--- config.mk ---
export PLATFORM = sky130hd
export DESIGN_NAME = flash_write_erase_bank_security
export DESIGN_NICKNAME = d
export VERILOG_FILES = /design/src/common/flash_ctl_pkg.sv /design/src/logic/flash_timer.sv /design/src/logic/flash_write_erase_bank_security.sv
export SDC_FILE = /design/constraint.sdc
export NUM_CORES = 1
export LEC_CHECK = 0
export BUFFER_PORTS_ARGS = -buffer_cell sky130_fd_sc_hd__buf_2
export CELL_PAD_IN_SITES_DETAIL_PLACEMENT = 1
export CELL_PAD_IN_SITES_GLOBAL_PLACEMENT = 2
export CORE_UTILIZATION = 25
export CTS_CLUSTER_SIZE = 8
export DETAILED_ROUTE_END_ITERATION = 7
export GPL_TIMING_DRIVEN = 0
export PLACE_DENSITY = 0.71
export REMOVE_ABC_BUFFERS = 1
export SYNTH_ARGS = -nofsm -noshare
export SYNTH_HDL_FRONTEND = slang
export SYNTH_SLANG_ARGS = --single-unit
--- constraint.sdc ---
create_clock -name mclk -period 4 [get_ports mclk]
set_input_delay 0.2 -clock mclk [delete_from_list [all_inputs] [get_ports mclk]]
set_output_delay 0.2 -clock mclk [all_outputs]
set_load 0.005 [all_outputs]
--- src/common/flash_ctl_pkg.sv ---
// Constants and types for the program flash controller.
// Assumes one 200 MHz clock shared by processor, engine and SFR port.
package flash_ctl_pkg;

  // Special function register addresses
  localparam logic [7:0] SFR_ERASE_PATTERN = 8'h94;
  localparam logic [7:0] SFR_FLASH_CTRL    = 8'hB2;
  localparam logic [7:0] SFR_PAGE_ADDR     = 8'hB7;
  localparam logic [7:0] SFR_IRQ_REQUEST   = 8'hC0;

  // Bit positions in the flash control register
  localparam int PWE_BIT      = 0;
  localparam int MEEN_BIT     = 1;
  localparam int STATUS_A_BIT = 5;
  localparam int SECURITY_ENABLE_BIT   = 6;

  // Bit positions in the interrupt request register
  localparam int IDLE_IRQ_BIT = 2;
  localparam int DROP_IRQ_BIT = 3;
  localparam int SKIP_IRQ_BIT = 4;

  // Page number field of the page address register
  localparam int PAGE_LSB = 2;
  localparam int PAGE_MSB = 7;

  // Erase patterns and flash contents
  localparam logic [7:0] PATTERN_MASS = 8'hAA;
  localparam logic [7:0] PATTERN_PAGE = 8'h55;
  localparam logic [7:0] ERASED_BYTE  = 8'hFF;
  localparam logic [7:0] RESET_BYTE   = 8'h00;

  // Array geometry
  localparam int FLASH_AW       = 18;
  localparam int PAGE_BYTES     = 1024;
  localparam int PAGE_SHIFT     = 10;
  localparam int ENGINE_WORDS   = 4096;
  localparam int WINDOW_SHIFT   = 15;
  localparam logic [2:0] RESET_BANK = 3'h0;

  // Timing
  localparam int STATUS_A_CYCLES = 60;
  localparam int CLK_MHZ        = 200;
  localparam int BYTE_WRITE_US  = 42;
  localparam int PAGE_ERASE_MS  = 20;
  localparam int BYTE_WRITE_CYCLES = BYTE_WRITE_US * CLK_MHZ;
  localparam int PAGE_ERASE_CYCLES = PAGE_ERASE_MS * 1000 * CLK_MHZ;

  typedef enum logic [1:0]
  {
    OP_IDLE  = 2'b00,
    OP_WRITE = 2'b01,
    OP_PAGE  = 2'b10,
    OP_MASS  = 2'b11
  } flash_op_t;

endpackage

--- src/logic/flash_timer.sv ---
// Down counter timing one flash operation.
// Start and count come from the same clock domain.
module flash_timer
  import flash_ctl_pkg::*;
(
  input  wire logic        mclk,
  input  wire logic        rst_n,
  input  wire logic        start,
  input  wire logic [31:0] count,
  output logic             busy,
  output logic             done
);

  logic [31:0] remaining;

  always_ff @(posedge mclk)
  begin
    if (!rst_n)
    begin
      remaining <= 32'h0000_0000;
      done      <= 1'b0;
    end
    else
    begin
      done <= 1'b0;
      if (start)
        remaining <= count;
      else if (remaining != 32'h0000_0000)
      begin
        remaining <= remaining - 32'h0000_0001;
        done      <= (remaining == 32'h0000_0001);
      end
    end
  end

  assign busy = (remaining != 32'h0000_0000);

endmodule

--- src/logic/flash_write_erase_bank_security.sv ---
// Program flash write, erase, bank mapping and security control.
// Assumes processor, engine, SFR port and array on mclk; ICE enable is a pin.
module flash_write_erase_bank_security
  import flash_ctl_pkg::*;
#(
  parameter int WRITE_CYCLES = BYTE_WRITE_CYCLES,
  parameter int ERASE_CYCLES = PAGE_ERASE_CYCLES
)
(
  input  wire logic                mclk,
  input  wire logic                rst_n,
  input  wire logic [7:0]          sfrAddr,
  input  wire logic [7:0]          sfrWrData,
  input  wire logic                sfrWr,
  input  wire logic                sfrRd,
  output logic [7:0]               sfrRdData,
  input  wire logic                irqGlobalEnable,
  input  wire logic                bankSelWr,
  input  wire logic [2:0]          bankSelData,
  output logic [2:0]               upperBankSelect,
  input  wire logic [7:0]          engineCodeLocation,
  input  wire logic [11:0]         engineFetchWord,
  output logic [FLASH_AW-1:0]      engineFetchAddr,
  input  wire logic [15:0]         progAddr,
  output logic [FLASH_AW-1:0]      progFlashAddr,
  input  wire logic [7:0]          flashRdData,
  output logic [7:0]               progRdData,
  input  wire logic                xStore,
  input  wire logic [15:0]         xAddr,
  input  wire logic [7:0]          xData,
  output logic                     xramWr,
  output logic [15:0]              xramAddr,
  output logic [7:0]               xramData,
  input  wire logic                engineBusy,
  input  wire logic                enginePassDue,
  output logic                     enginePassSkip,
  output logic                     engineIdleIrq,
  output logic                     writeCollisionDropIrq,
  output logic                     writeCollisionSkipIrq,
  input  wire logic                iceEnable,
  output logic                     iceGrant,
  input  wire logic                iceMassErase,
  input  wire logic                icePageErase,
  input  wire logic [5:0]          icePage,
  input  wire logic                iceWrite,
  input  wire logic [FLASH_AW-1:0] iceAddr,
  input  wire logic [7:0]          iceData,
  output logic                     flashWr,
  output logic                     flashPageErase,
  output logic                     flashMassErase,
  output logic [FLASH_AW-1:0]      flashAddr,
  output logic [7:0]               flashWrData,
  output logic                     flashBusy,
  output logic                     statusA
);

  flash_op_t   op;
  logic        writeEnable;
  logic        massEraseEnable;
  logic [5:0]  erasePageNumber;
  logic        securityEnable;
  logic        idleFlag;
  logic        dropFlag;
  logic        skipFlag;
  logic [5:0]  prebootCount;
  logic        iceMeta;
  logic        iceSync;
  logic        engineBusyLast;
  logic        timerStart;
  logic [31:0] timerCount;
  logic        timerDone;
  logic        timerBusy;
  logic [5:0]  erasingPage;

  logic              patternWr;
  logic              ctrlWr;
  logic              irqRegWr;
  logic              cpuFlashWr;
  logic              cpuPage0;
  logic              icePage0;
  logic              idleEvt;
  logic              dropEvt;
  logic              skipEvt;
  logic              reqMass;
  logic              reqPage;
  logic              reqWrite;
  logic [5:0]        reqPageNum;
  logic [FLASH_AW-1:0] reqAddr;
  logic [7:0]        reqData;
  logic [FLASH_AW-1:0] cpuFlashAddr;

  // Fixed lower window, banked upper window
  function automatic logic [FLASH_AW-1:0] mapAddr(input logic [15:0] a,
                                                  input logic [2:0]  bank);
    logic [2:0] sel;
    sel = a[WINDOW_SHIFT] ? bank : 3'h0;
    return {sel, a[WINDOW_SHIFT-1:0]};
  endfunction

  assign patternWr = sfrWr && (sfrAddr == SFR_ERASE_PATTERN);
  assign ctrlWr    = sfrWr && (sfrAddr == SFR_FLASH_CTRL);
  assign irqRegWr  = sfrWr && (sfrAddr == SFR_IRQ_REQUEST);

  assign cpuFlashWr   = xStore && writeEnable;
  assign cpuFlashAddr = mapAddr(xAddr, upperBankSelect);
  assign cpuPage0     = (cpuFlashAddr[FLASH_AW-1:PAGE_SHIFT] == '0);
  assign icePage0     = (icePage == 6'h00);

  // Emulator pin synchroniser
  always_ff @(posedge mclk)
  begin
    if (!rst_n)
    begin
      iceMeta <= 1'b0;
      iceSync <= 1'b0;
    end
    else
    begin
      iceMeta <= iceEnable;
      iceSync <= iceMeta;
    end
  end

  // Pre-boot window
  always_ff @(posedge mclk)
  begin
    if (!rst_n)
      prebootCount <= 6'd0;
    else if (prebootCount != 6'(STATUS_A_CYCLES))
      prebootCount <= prebootCount + 6'd1;
  end

  assign statusA  = (prebootCount != 6'(STATUS_A_CYCLES));
  assign iceGrant = iceSync && !statusA && !securityEnable;

  // Request selection; firmware ahead of emulator
  always_comb
  begin
    reqMass    = 1'b0;
    reqPage    = 1'b0;
    reqWrite   = 1'b0;
    reqPageNum = erasePageNumber;
    reqAddr    = cpuFlashAddr;
    reqData    = xData;
    dropEvt    = 1'b0;
    if (patternWr && sfrWrData == PATTERN_MASS)
      reqMass = massEraseEnable && iceSync;
    else if (patternWr && sfrWrData == PATTERN_PAGE)
      reqPage = !(securityEnable && erasePageNumber == 6'h00);
    else if (cpuFlashWr)
    begin
      if (engineBusy)
        dropEvt = 1'b1;
      else
        reqWrite = !(securityEnable && cpuPage0);
    end
    else if (iceMassErase && iceSync && !statusA)
      reqMass = 1'b1;
    else if (icePageErase && iceGrant && !(securityEnable && icePage0))
    begin
      reqPage    = 1'b1;
      reqPageNum = icePage;
    end
    else if (iceWrite && iceGrant)
    begin
      if (engineBusy)
        dropEvt = 1'b1;
      else
      begin
        reqWrite = 1'b1;
        reqAddr  = iceAddr;
        reqData  = iceData;
      end
    end
  end

  // Operation sequencer
  always_ff @(posedge mclk)
  begin
    if (!rst_n)
    begin
      op             <= OP_IDLE;
      flashWr        <= 1'b0;
      flashPageErase <= 1'b0;
      flashMassErase <= 1'b0;
      flashAddr      <= '0;
      flashWrData    <= ERASED_BYTE;
      erasingPage    <= 6'h00;
      timerStart     <= 1'b0;
      timerCount     <= 32'h0000_0000;
    end
    else
    begin
      flashWr        <= 1'b0;
      flashPageErase <= 1'b0;
      flashMassErase <= 1'b0;
      timerStart     <= 1'b0;
      case (op)
        OP_IDLE:
        begin
          if (reqMass)
          begin
            op             <= OP_MASS;
            flashMassErase <= 1'b1;
            timerStart     <= 1'b1;
            timerCount     <= 32'(ERASE_CYCLES);
          end
          else if (reqPage)
          begin
            op             <= OP_PAGE;
            flashPageErase <= 1'b1;
            flashAddr      <= FLASH_AW'({reqPageNum, 10'h000});
            erasingPage    <= reqPageNum;
            timerStart     <= 1'b1;
            timerCount     <= 32'(ERASE_CYCLES);
          end
          else if (reqWrite)
          begin
            op          <= OP_WRITE;
            flashWr     <= 1'b1;
            flashAddr   <= reqAddr;
            flashWrData <= reqData;
            timerStart  <= 1'b1;
            timerCount  <= 32'(WRITE_CYCLES);
          end
        end
        OP_WRITE, OP_PAGE, OP_MASS:
        begin
          if (timerDone)
            op <= OP_IDLE;
        end
        default:
          op <= OP_IDLE;
      endcase
    end
  end

  flash_timer u_timer
  (
    .mclk  (mclk),
    .rst_n (rst_n),
    .start (timerStart),
    .count (timerCount),
    .busy  (timerBusy),
    .done  (timerDone)
  );

  assign flashBusy = (op != OP_IDLE) || timerStart || timerBusy;

  // Data RAM path for stores with write enable clear
  always_ff @(posedge mclk)
  begin
    if (!rst_n)
    begin
      xramWr   <= 1'b0;
      xramAddr <= 16'h0000;
      xramData <= RESET_BYTE;
    end
    else
    begin
      xramWr <= xStore && !writeEnable;
      if (xStore && !writeEnable)
      begin
        xramAddr <= xAddr;
        xramData <= xData;
      end
    end
  end

  // Control register bits
  always_ff @(posedge mclk)
  begin
    if (!rst_n)
    begin
      writeEnable     <= 1'b0;
      massEraseEnable <= 1'b0;
      securityEnable  <= 1'b0;
      erasePageNumber <= 6'h00;
      upperBankSelect <= RESET_BANK;
    end
    else
    begin
      if (ctrlWr && !irqGlobalEnable)
        writeEnable <= sfrWrData[PWE_BIT];
      if (ctrlWr)
        massEraseEnable <= sfrWrData[MEEN_BIT];
      else if (op == OP_IDLE && reqMass)
        massEraseEnable <= 1'b0;
      if (ctrlWr && sfrWrData[SECURITY_ENABLE_BIT])
        securityEnable <= 1'b1;
      if (sfrWr && sfrAddr == SFR_PAGE_ADDR)
        erasePageNumber <= sfrWrData[PAGE_MSB:PAGE_LSB];
      if (bankSelWr)
        upperBankSelect <= bankSelData;
    end
  end

  // Interrupt events
  assign idleEvt = engineBusyLast && !engineBusy;
  assign skipEvt = enginePassDue && (op != OP_IDLE);

  always_ff @(posedge mclk)
  begin
    if (!rst_n)
    begin
      engineBusyLast        <= 1'b0;
      engineIdleIrq         <= 1'b0;
      writeCollisionDropIrq <= 1'b0;
      writeCollisionSkipIrq <= 1'b0;
      enginePassSkip        <= 1'b0;
    end
    else
    begin
      engineBusyLast        <= engineBusy;
      engineIdleIrq         <= idleEvt;
      writeCollisionDropIrq <= dropEvt;
      writeCollisionSkipIrq <= skipEvt && op == OP_WRITE;
      enginePassSkip        <= skipEvt;
    end
  end

  // Sticky flags; writing zero clears, a new event wins
  always_ff @(posedge mclk)
  begin
    if (!rst_n)
    begin
      idleFlag <= 1'b0;
      dropFlag <= 1'b0;
      skipFlag <= 1'b0;
    end
    else
    begin
      if (idleEvt)
        idleFlag <= 1'b1;
      else if (irqRegWr && !sfrWrData[IDLE_IRQ_BIT])
        idleFlag <= 1'b0;
      if (dropEvt)
        dropFlag <= 1'b1;
      else if (irqRegWr && !sfrWrData[DROP_IRQ_BIT])
        dropFlag <= 1'b0;
      if (skipEvt && op == OP_WRITE)
        skipFlag <= 1'b1;
      else if (irqRegWr && !sfrWrData[SKIP_IRQ_BIT])
        skipFlag <= 1'b0;
    end
  end

  // Register read port
  always_ff @(posedge mclk)
  begin
    if (!rst_n)
      sfrRdData <= RESET_BYTE;
    else if (sfrRd)
    begin
      sfrRdData <= RESET_BYTE;
      case (sfrAddr)
        SFR_FLASH_CTRL:
        begin
          sfrRdData[PWE_BIT]      <= writeEnable;
          sfrRdData[MEEN_BIT]     <= massEraseEnable;
          sfrRdData[STATUS_A_BIT] <= statusA;
          sfrRdData[SECURITY_ENABLE_BIT]   <= securityEnable;
        end
        SFR_PAGE_ADDR:
          sfrRdData[PAGE_MSB:PAGE_LSB] <= erasePageNumber;
        SFR_IRQ_REQUEST:
        begin
          sfrRdData[IDLE_IRQ_BIT] <= idleFlag;
          sfrRdData[DROP_IRQ_BIT] <= dropFlag;
          sfrRdData[SKIP_IRQ_BIT] <= skipFlag;
        end
        default:
          sfrRdData <= RESET_BYTE;
      endcase
    end
  end

  // Fetch mapping and read data
  always_ff @(posedge mclk)
  begin
    if (!rst_n)
    begin
      progFlashAddr   <= '0;
      engineFetchAddr <= '0;
      progRdData      <= ERASED_BYTE;
    end
    else
    begin
      progFlashAddr   <= mapAddr(progAddr, upperBankSelect);
      engineFetchAddr <= FLASH_AW'({engineCodeLocation, 10'h000})
                       + FLASH_AW'({engineFetchWord, 1'b0});
      if (op == OP_MASS || (op == OP_PAGE
          && progFlashAddr[FLASH_AW-1:PAGE_SHIFT] == 8'(erasingPage)))
        progRdData <= ERASED_BYTE;
      else
        progRdData <= flashRdData;
    end
  end

endmodule

Word level (Yosys, flattened, before mapping)
Cells that the tools add are included.
{ "classes": {"n_eq_ne": 14, "reduce_logical": 68, "n_mux": 73, "n_addsub": 3, "bitwise": 5} }
{ "ops": {"columns": ["op", "count"], "rows": [
  ["18-bit 2-to-1 mux", 9],
  ["32-bit 2-to-1 mux", 5],
  ["8-bit 2-to-1 mux", 7],
  ["8-bit == test (second input constant)", 5],
  ["1-bit 2-to-1 mux", 38],
  ["32-bit by 1-bit == test with 1-bit output (second input constant)", 1],
  ["32-bit nonzero test", 1],
  ["32-bit by 1-bit subtractor with 32-bit output (second input constant)", 1],
  ["6-bit 2-to-1 mux", 5],
  ["1-bit logical AND", 29],
  ["18-bit by 13-bit adder with 18-bit output", 1],
  ["2-bit nonzero test", 7],
  ["6-bit zero test", 2],
  ["1-bit zero test", 11],
  ["2-bit 2-to-1 mux", 5],
  ["3-bit OR reduction", 3],
  ["8-bit by 6-bit == test with 1-bit output", 1],
  ["8-bit by 7-bit == test with 1-bit output (second input constant)", 1],
  ["8-bit zero test", 1],
  ["2-bit one-hot mux with 2 select lines", 2],
  ["2-bit AND reduction", 4],
  ["6-bit by 1-bit adder with 6-bit output (second input constant)", 1],
  ["6-bit inequality test (second input constant)", 1],
  ["3-bit one-hot mux with 2 select lines", 1],
  ["13 further kinds", 21]
]} }
{ "word_totals": {"out_inout_bits": 116, "wordCells": 198, "regBits": 208, "inputBits": 132} }

Depth between registers and ports, before layout
{ "logic_depth": {"depth_word": 15, "ltp_mapped": 10, "depth_no_buf": 9} }

Modules after synthesis
Synthesis repeated with hierarchy kept, for this count alone.
{ "unflattened": {"cells_unflattened": 854, "hier_area_um2": 7634.8} }
{ "by_module_without_submodules": {"columns": ["mod", "area_per_inst_um2", "seq_area_each_um2", "cells_each", "instances"], "rows": [
  ["flash_write_erase_bank_security", 5743.0, 2882.8, 628, 1],
  ["flash_timer", 1891.8, 660.6, 226, 1]
]} }

Least setup slack after synthesis
No wires, ideal clock.
{ "synth_timing": {"kind": "flip-flop to flip-flop", "start": "register prebootCount[0]", "end": "register flashAddr[0]", "arrival_time_ps": 1899, "setup_slack_ps": 1986, "setup_time_ps": 115, "period_less_slack_ps": 2014, "required_ps": 3885, "path_buffers": 1, "path_stages_with_launch": 10, "cell_sequence": "dfxtp_1 -> inv_1 -> ha_1 -> nand4b_1 -> nor4b_1 -> a32o_1 -> nand2b_2 -> buf_2 -> o22ai_1 -> and2_1"} }
{ "synth_between": {"elab_chain_cells": 13, "word_cells_on_any_way": 34, "cone_classes": "1 x eq/ne; 23 x mux; 1 x bitwise; 9 x reduce/logical"} }
{ "synth_rtl": {"columns": ["item", "line_no", "rtl"], "rows": [
  ["start: declaration", "flash_write_erase_bank_security.sv:65", "logic [5:0] prebootCount;"],
  ["start signal: assignment", "flash_write_erase_bank_security.sv:130", "prebootCount <= prebootCount + 6'd1;"],
  ["6-bit inequality test *", "flash_write_erase_bank_security.sv:133", "assign statusA = (prebootCount != 6'(STATUS_A_CYCLES));"],
  ["1-bit zero test *", "flash_write_erase_bank_security.sv:134, flash_write_erase_bank_security.sv:157", null],
  ["1-bit logical AND (2 in a row)", "flash_write_erase_bank_security.sv:134", "assign iceGrant = iceSync && !statusA && !securityEnable;"],
  ["1-bit logical AND (on tied branches)", "flash_write_erase_bank_security.sv:164, flash_write_erase_bank_security.sv:159", null],
  ["1-bit 2-to-1 mux, or another cell as far along", "flash_write_erase_bank_security.sv:164", "else if (iceWrite && iceGrant)"],
  ["1-bit 2-to-1 mux / 18-bit 2-to-1 mux (equally long branches)", "flash_write_erase_bank_security.sv:159", "else if (icePageErase && iceGrant && !(securityEnable && icePage0))"],
  ["1-bit 2-to-1 mux / 18-bit 2-to-1 mux (equally long branches)", "flash_write_erase_bank_security.sv:157", "else if (iceMassErase && iceSync && !statusA)"],
  ["1-bit 2-to-1 mux / 18-bit 2-to-1 mux (equally long branches)", "flash_write_erase_bank_security.sv:150", "else if (cpuFlashWr)"],
  ["1-bit 2-to-1 mux / 18-bit 2-to-1 mux (equally long branches)", "flash_write_erase_bank_security.sv:148", "else if (patternWr && sfrWrData == PATTERN_PAGE)"],
  ["1-bit 2-to-1 mux / 18-bit 2-to-1 mux (equally long branches)", "flash_write_erase_bank_security.sv:146", "if (patternWr && sfrWrData == PATTERN_MASS)"],
  ["2-bit nonzero test (no line) / 18-bit 2-to-1 mux (equally long branches)", null, null],
  ["3-bit AND reduction (no line) / 18-bit 2-to-1 mux (equally long branches)", null, null],
  ["end signal: assignment", "flash_write_erase_bank_security.sv:212", "flashAddr <= FLASH_AW'({reqPageNum, 10'h000});"],
  ["end signal: assignment", "flash_write_erase_bank_security.sv:221", "flashAddr <= reqAddr;"],
  ["end: declaration", "flash_write_erase_bank_security.sv:51", "output logic [FLASH_AW-1:0] flashAddr,"]
]} }
Every way passes the cells marked *; elsewhere a longest branch is shown, timed or not. The select of a mux whose other input is x is not followed.
A chain may end at the register's enable or synchronous reset.

Worst setup path after layout
{ "layout_timing": {"start": "register prebootCount[0]", "end": "register flashAddr[12]"} }
The elaborated chain is that of the path after synthesis.

==> metrics.txt <==
measured slew at the worst slew-check pin 0.986 ns; I/O pins 248; Ant. Diodes 0; Distinct cells, synth 64; Final Skew 0.0137 ns; largest net degree at the start of global routing 75; core area 29000 um2; layout cells sized above 1 28.8%; hold slack 0.0125 ns; worst flop-to-flop path startpoint prebootCount[0]; MaxCap Viol Count 0; area leader, netlist dfxtp_1; fin cells 1497; GPL Wtd Cong 0.760; synthesis-stage register bit count 177; Clock Sinks 177; cts repair resizes 0; CP max stage cell nand2b_2; clock-pin slew on the worst setup and hold paths 0.08 ns; total grt overflow 0; Critical Path RT 4.38 ns; Crit Path Class reg -> reg; delay of the slowest critical-path stage 0.78 ns; first-pass GRT wire length 38700 um; Synth Flop Type dfxtp_1; fin nets 1240; Post CTS Setup Buffer Count 0; count leader, synth dfxtp_1; RSZ-0062 raised after global routing false; hold crit path type in -> reg; synth top area cells dfxtp_1, nand2_1, a21oi_1, mux2i_1, and2_1; Period minus WS final 3.36 ns; Wirelength per Cell 16.3 um; Worst Slack Setup Final 0.638 ns; initial drt markers 240; Total Routed Length 24400 um; die area 30500 um2; Syn-to-layout area delta 35.4%; Root Buffer clkbuf_16; Chip Width 175 um; period utilization 84.1%; Total Power 0.00555 W; dpl ws 0.537 ns; hold depth 3; hold path start xAddr[2]; synth warn 0; CTS tree yes; Post-synth EDFFs 0; critical path's top delay family simple AND/OR/NAND/NOR gates; Die H 175 um; IO Port Bufs 246; Cell Area, Synth 7460 um2; placed cells 1416; Crit. End Element flip-flop; vias per inst 4.55; initial antenna violation count 0; Max clock buf depth 2; drt drc 0; vias in the first global route 6992; WP buf/inv 1; R2R depth 9; startpoint class of the critical path flip-flop; Max H-tree Level 4; via count 6809; Gate Count Post-Synth 830; worst-path fanout max 33; Hold Fails Final Rpt 0; design area 10100 um2; Synth top area share 47.5%; Final setup viols 0; Power Dens Cells 550 nW/um2; Leakage 4.46 nW; FMAX 297 MHz; DP Area 9020 um2; CP arrival 3.75 ns; Mapped Avg Cell Area 8.99 um2; starting density of the core 25.7%; GRT Util Overall 16.2%; hold-fix buffer count after cts 49; TritonCTS Buffers 17; asr flop ratio synth 0%; Worst Hold End xramAddr[2]; status complete, no violations; CP Cell Sequence inv_1, ha_1, nand4b_1, nor3_4, or2_2, nand3_2, nand2b_2, o21ai_0, o21ba_1; VDD IR max 316 uV; post-route ant nets 0; detailed placement HPWL 17100 um; r2r endpoint flashAddr[12]; number of cell rows 62; R2R Setup Slk 0.64 ns; First-pass DRT Iterations 4; relative slew slack 34.1%; Commonest cells post-synth dfxtp_1, nand2_1, a21oi_1, nor2_1, and2_1; Slew Viols, Final 0; Seq/Total Area, Yosys 47.5%; clock latency on the worst-skew pair 0.43 ns
[worst min-delay path: stages]
cell     delay (ns)
buf_2          0.10
nand2_1        0.05
a21oi_1        0.05
[layout make-up]
cell class | count | area [um2]
tap | 384 | 480
clock buffer | 17 | 425
timing repair buffer | 297 | 1760
inverter | 29 | 109
clock inverter | 15 | 170
sequential | 177 | 3540
fill | 3488 | 18900
multi-input combinational | 578 | 3610
[through the flow]
| stage | utilization (%) | TNS [ns] |
|---|---|---|
| after floorplan | - | 0 |
| after global placement | 30.9 | -1.47 |
| after detailed placement | 31.1 | 0 |
| after CTS | 34.8 | 0 |
| after global routing | 34.8 | 0 |
| final | 34.8 | 0 |
[layout by cell type (no fill, tap or decap), types with 7 or more instances in the layout]
cell type      count
nand2_1           93
a21oi_1           65
and3_1             8
clkbuf_16         17
nand2b_1           7
o22ai_1           12
ha_1               7
xor2_1            17
nand3_1           15
dlygate4sd3_1     49
mux2i_1           30
buf_2            245
nor3_1            18
a211oi_1          12
nor2b_1           10
dfxtp_1          177
nor3b_1            7
nor2_1            65
or2_2             11
o21ai_0           18
and2_1            46
a31o_2             7
inv_1             28
o211ai_1          11
nor4_1            10
xnor2_1           21
or3_1              8
[worst max path at each step]
stage	depth (start not counted)	startpoint	endpoint
floorplan	9	prebootCount[0]	flashAddr[17]
global placement	9	prebootCount[0]	flashAddr[17]
detailed placement	9	prebootCount[0]	flashAddr[13]
CTS	9	prebootCount[0]	flashAddr[11]
global route	9	prebootCount[0]	flashAddr[12]
finish	9	prebootCount[0]	flashAddr[12]
[routing by layer]
metal	part of all wire [%]	track usage, %	wire [um]
met1	45	19.9	10900
met2	47	27.2	11400
met3	7.3	5.16	1780
met4	1.0	4.02	244
met5	0	0	0
[registers in the layout, summed over array words and instances, names as in the netlist, 3 cells and up]
signal and flops:
sfrRdData 8, prebootCount 6, xramAddr 16, erasingPage 6, u_timer.remaining 32, progRdData 8, engineFetchAddr 17, flashWrData 8
xramData 8, upperBankSelect 3, erasePageNumber 6, progFlashAddr 18, flashAddr 18
[kinds of logic after synthesis]
| group | share of synthesized area, % |
|---|---|
| muxes | 4.02 |
| buffers and inverters | 4.36 |
| xor gates and xnor gates | 4.46 |
| and+or+nand+nor | 24.6 |
| DFF | 47.5 |
| adders and majority gates | 1.44 |
| other | 0.0503 |
| AOI/OAI and AO/OA | 13.6 |
[power by group]
| part | total, W | switching (W) | internal, W |
|---|---|---|---|
| Sequential | 0.00214 | 0.000180 | 0.00196 |
| Combinational | 0.00170 | 0.000953 | 0.000750 |
| Clock | 0.00171 | 0.000817 | 0.000892 |
Note: power is estimated with default switching activity, not from simulation.
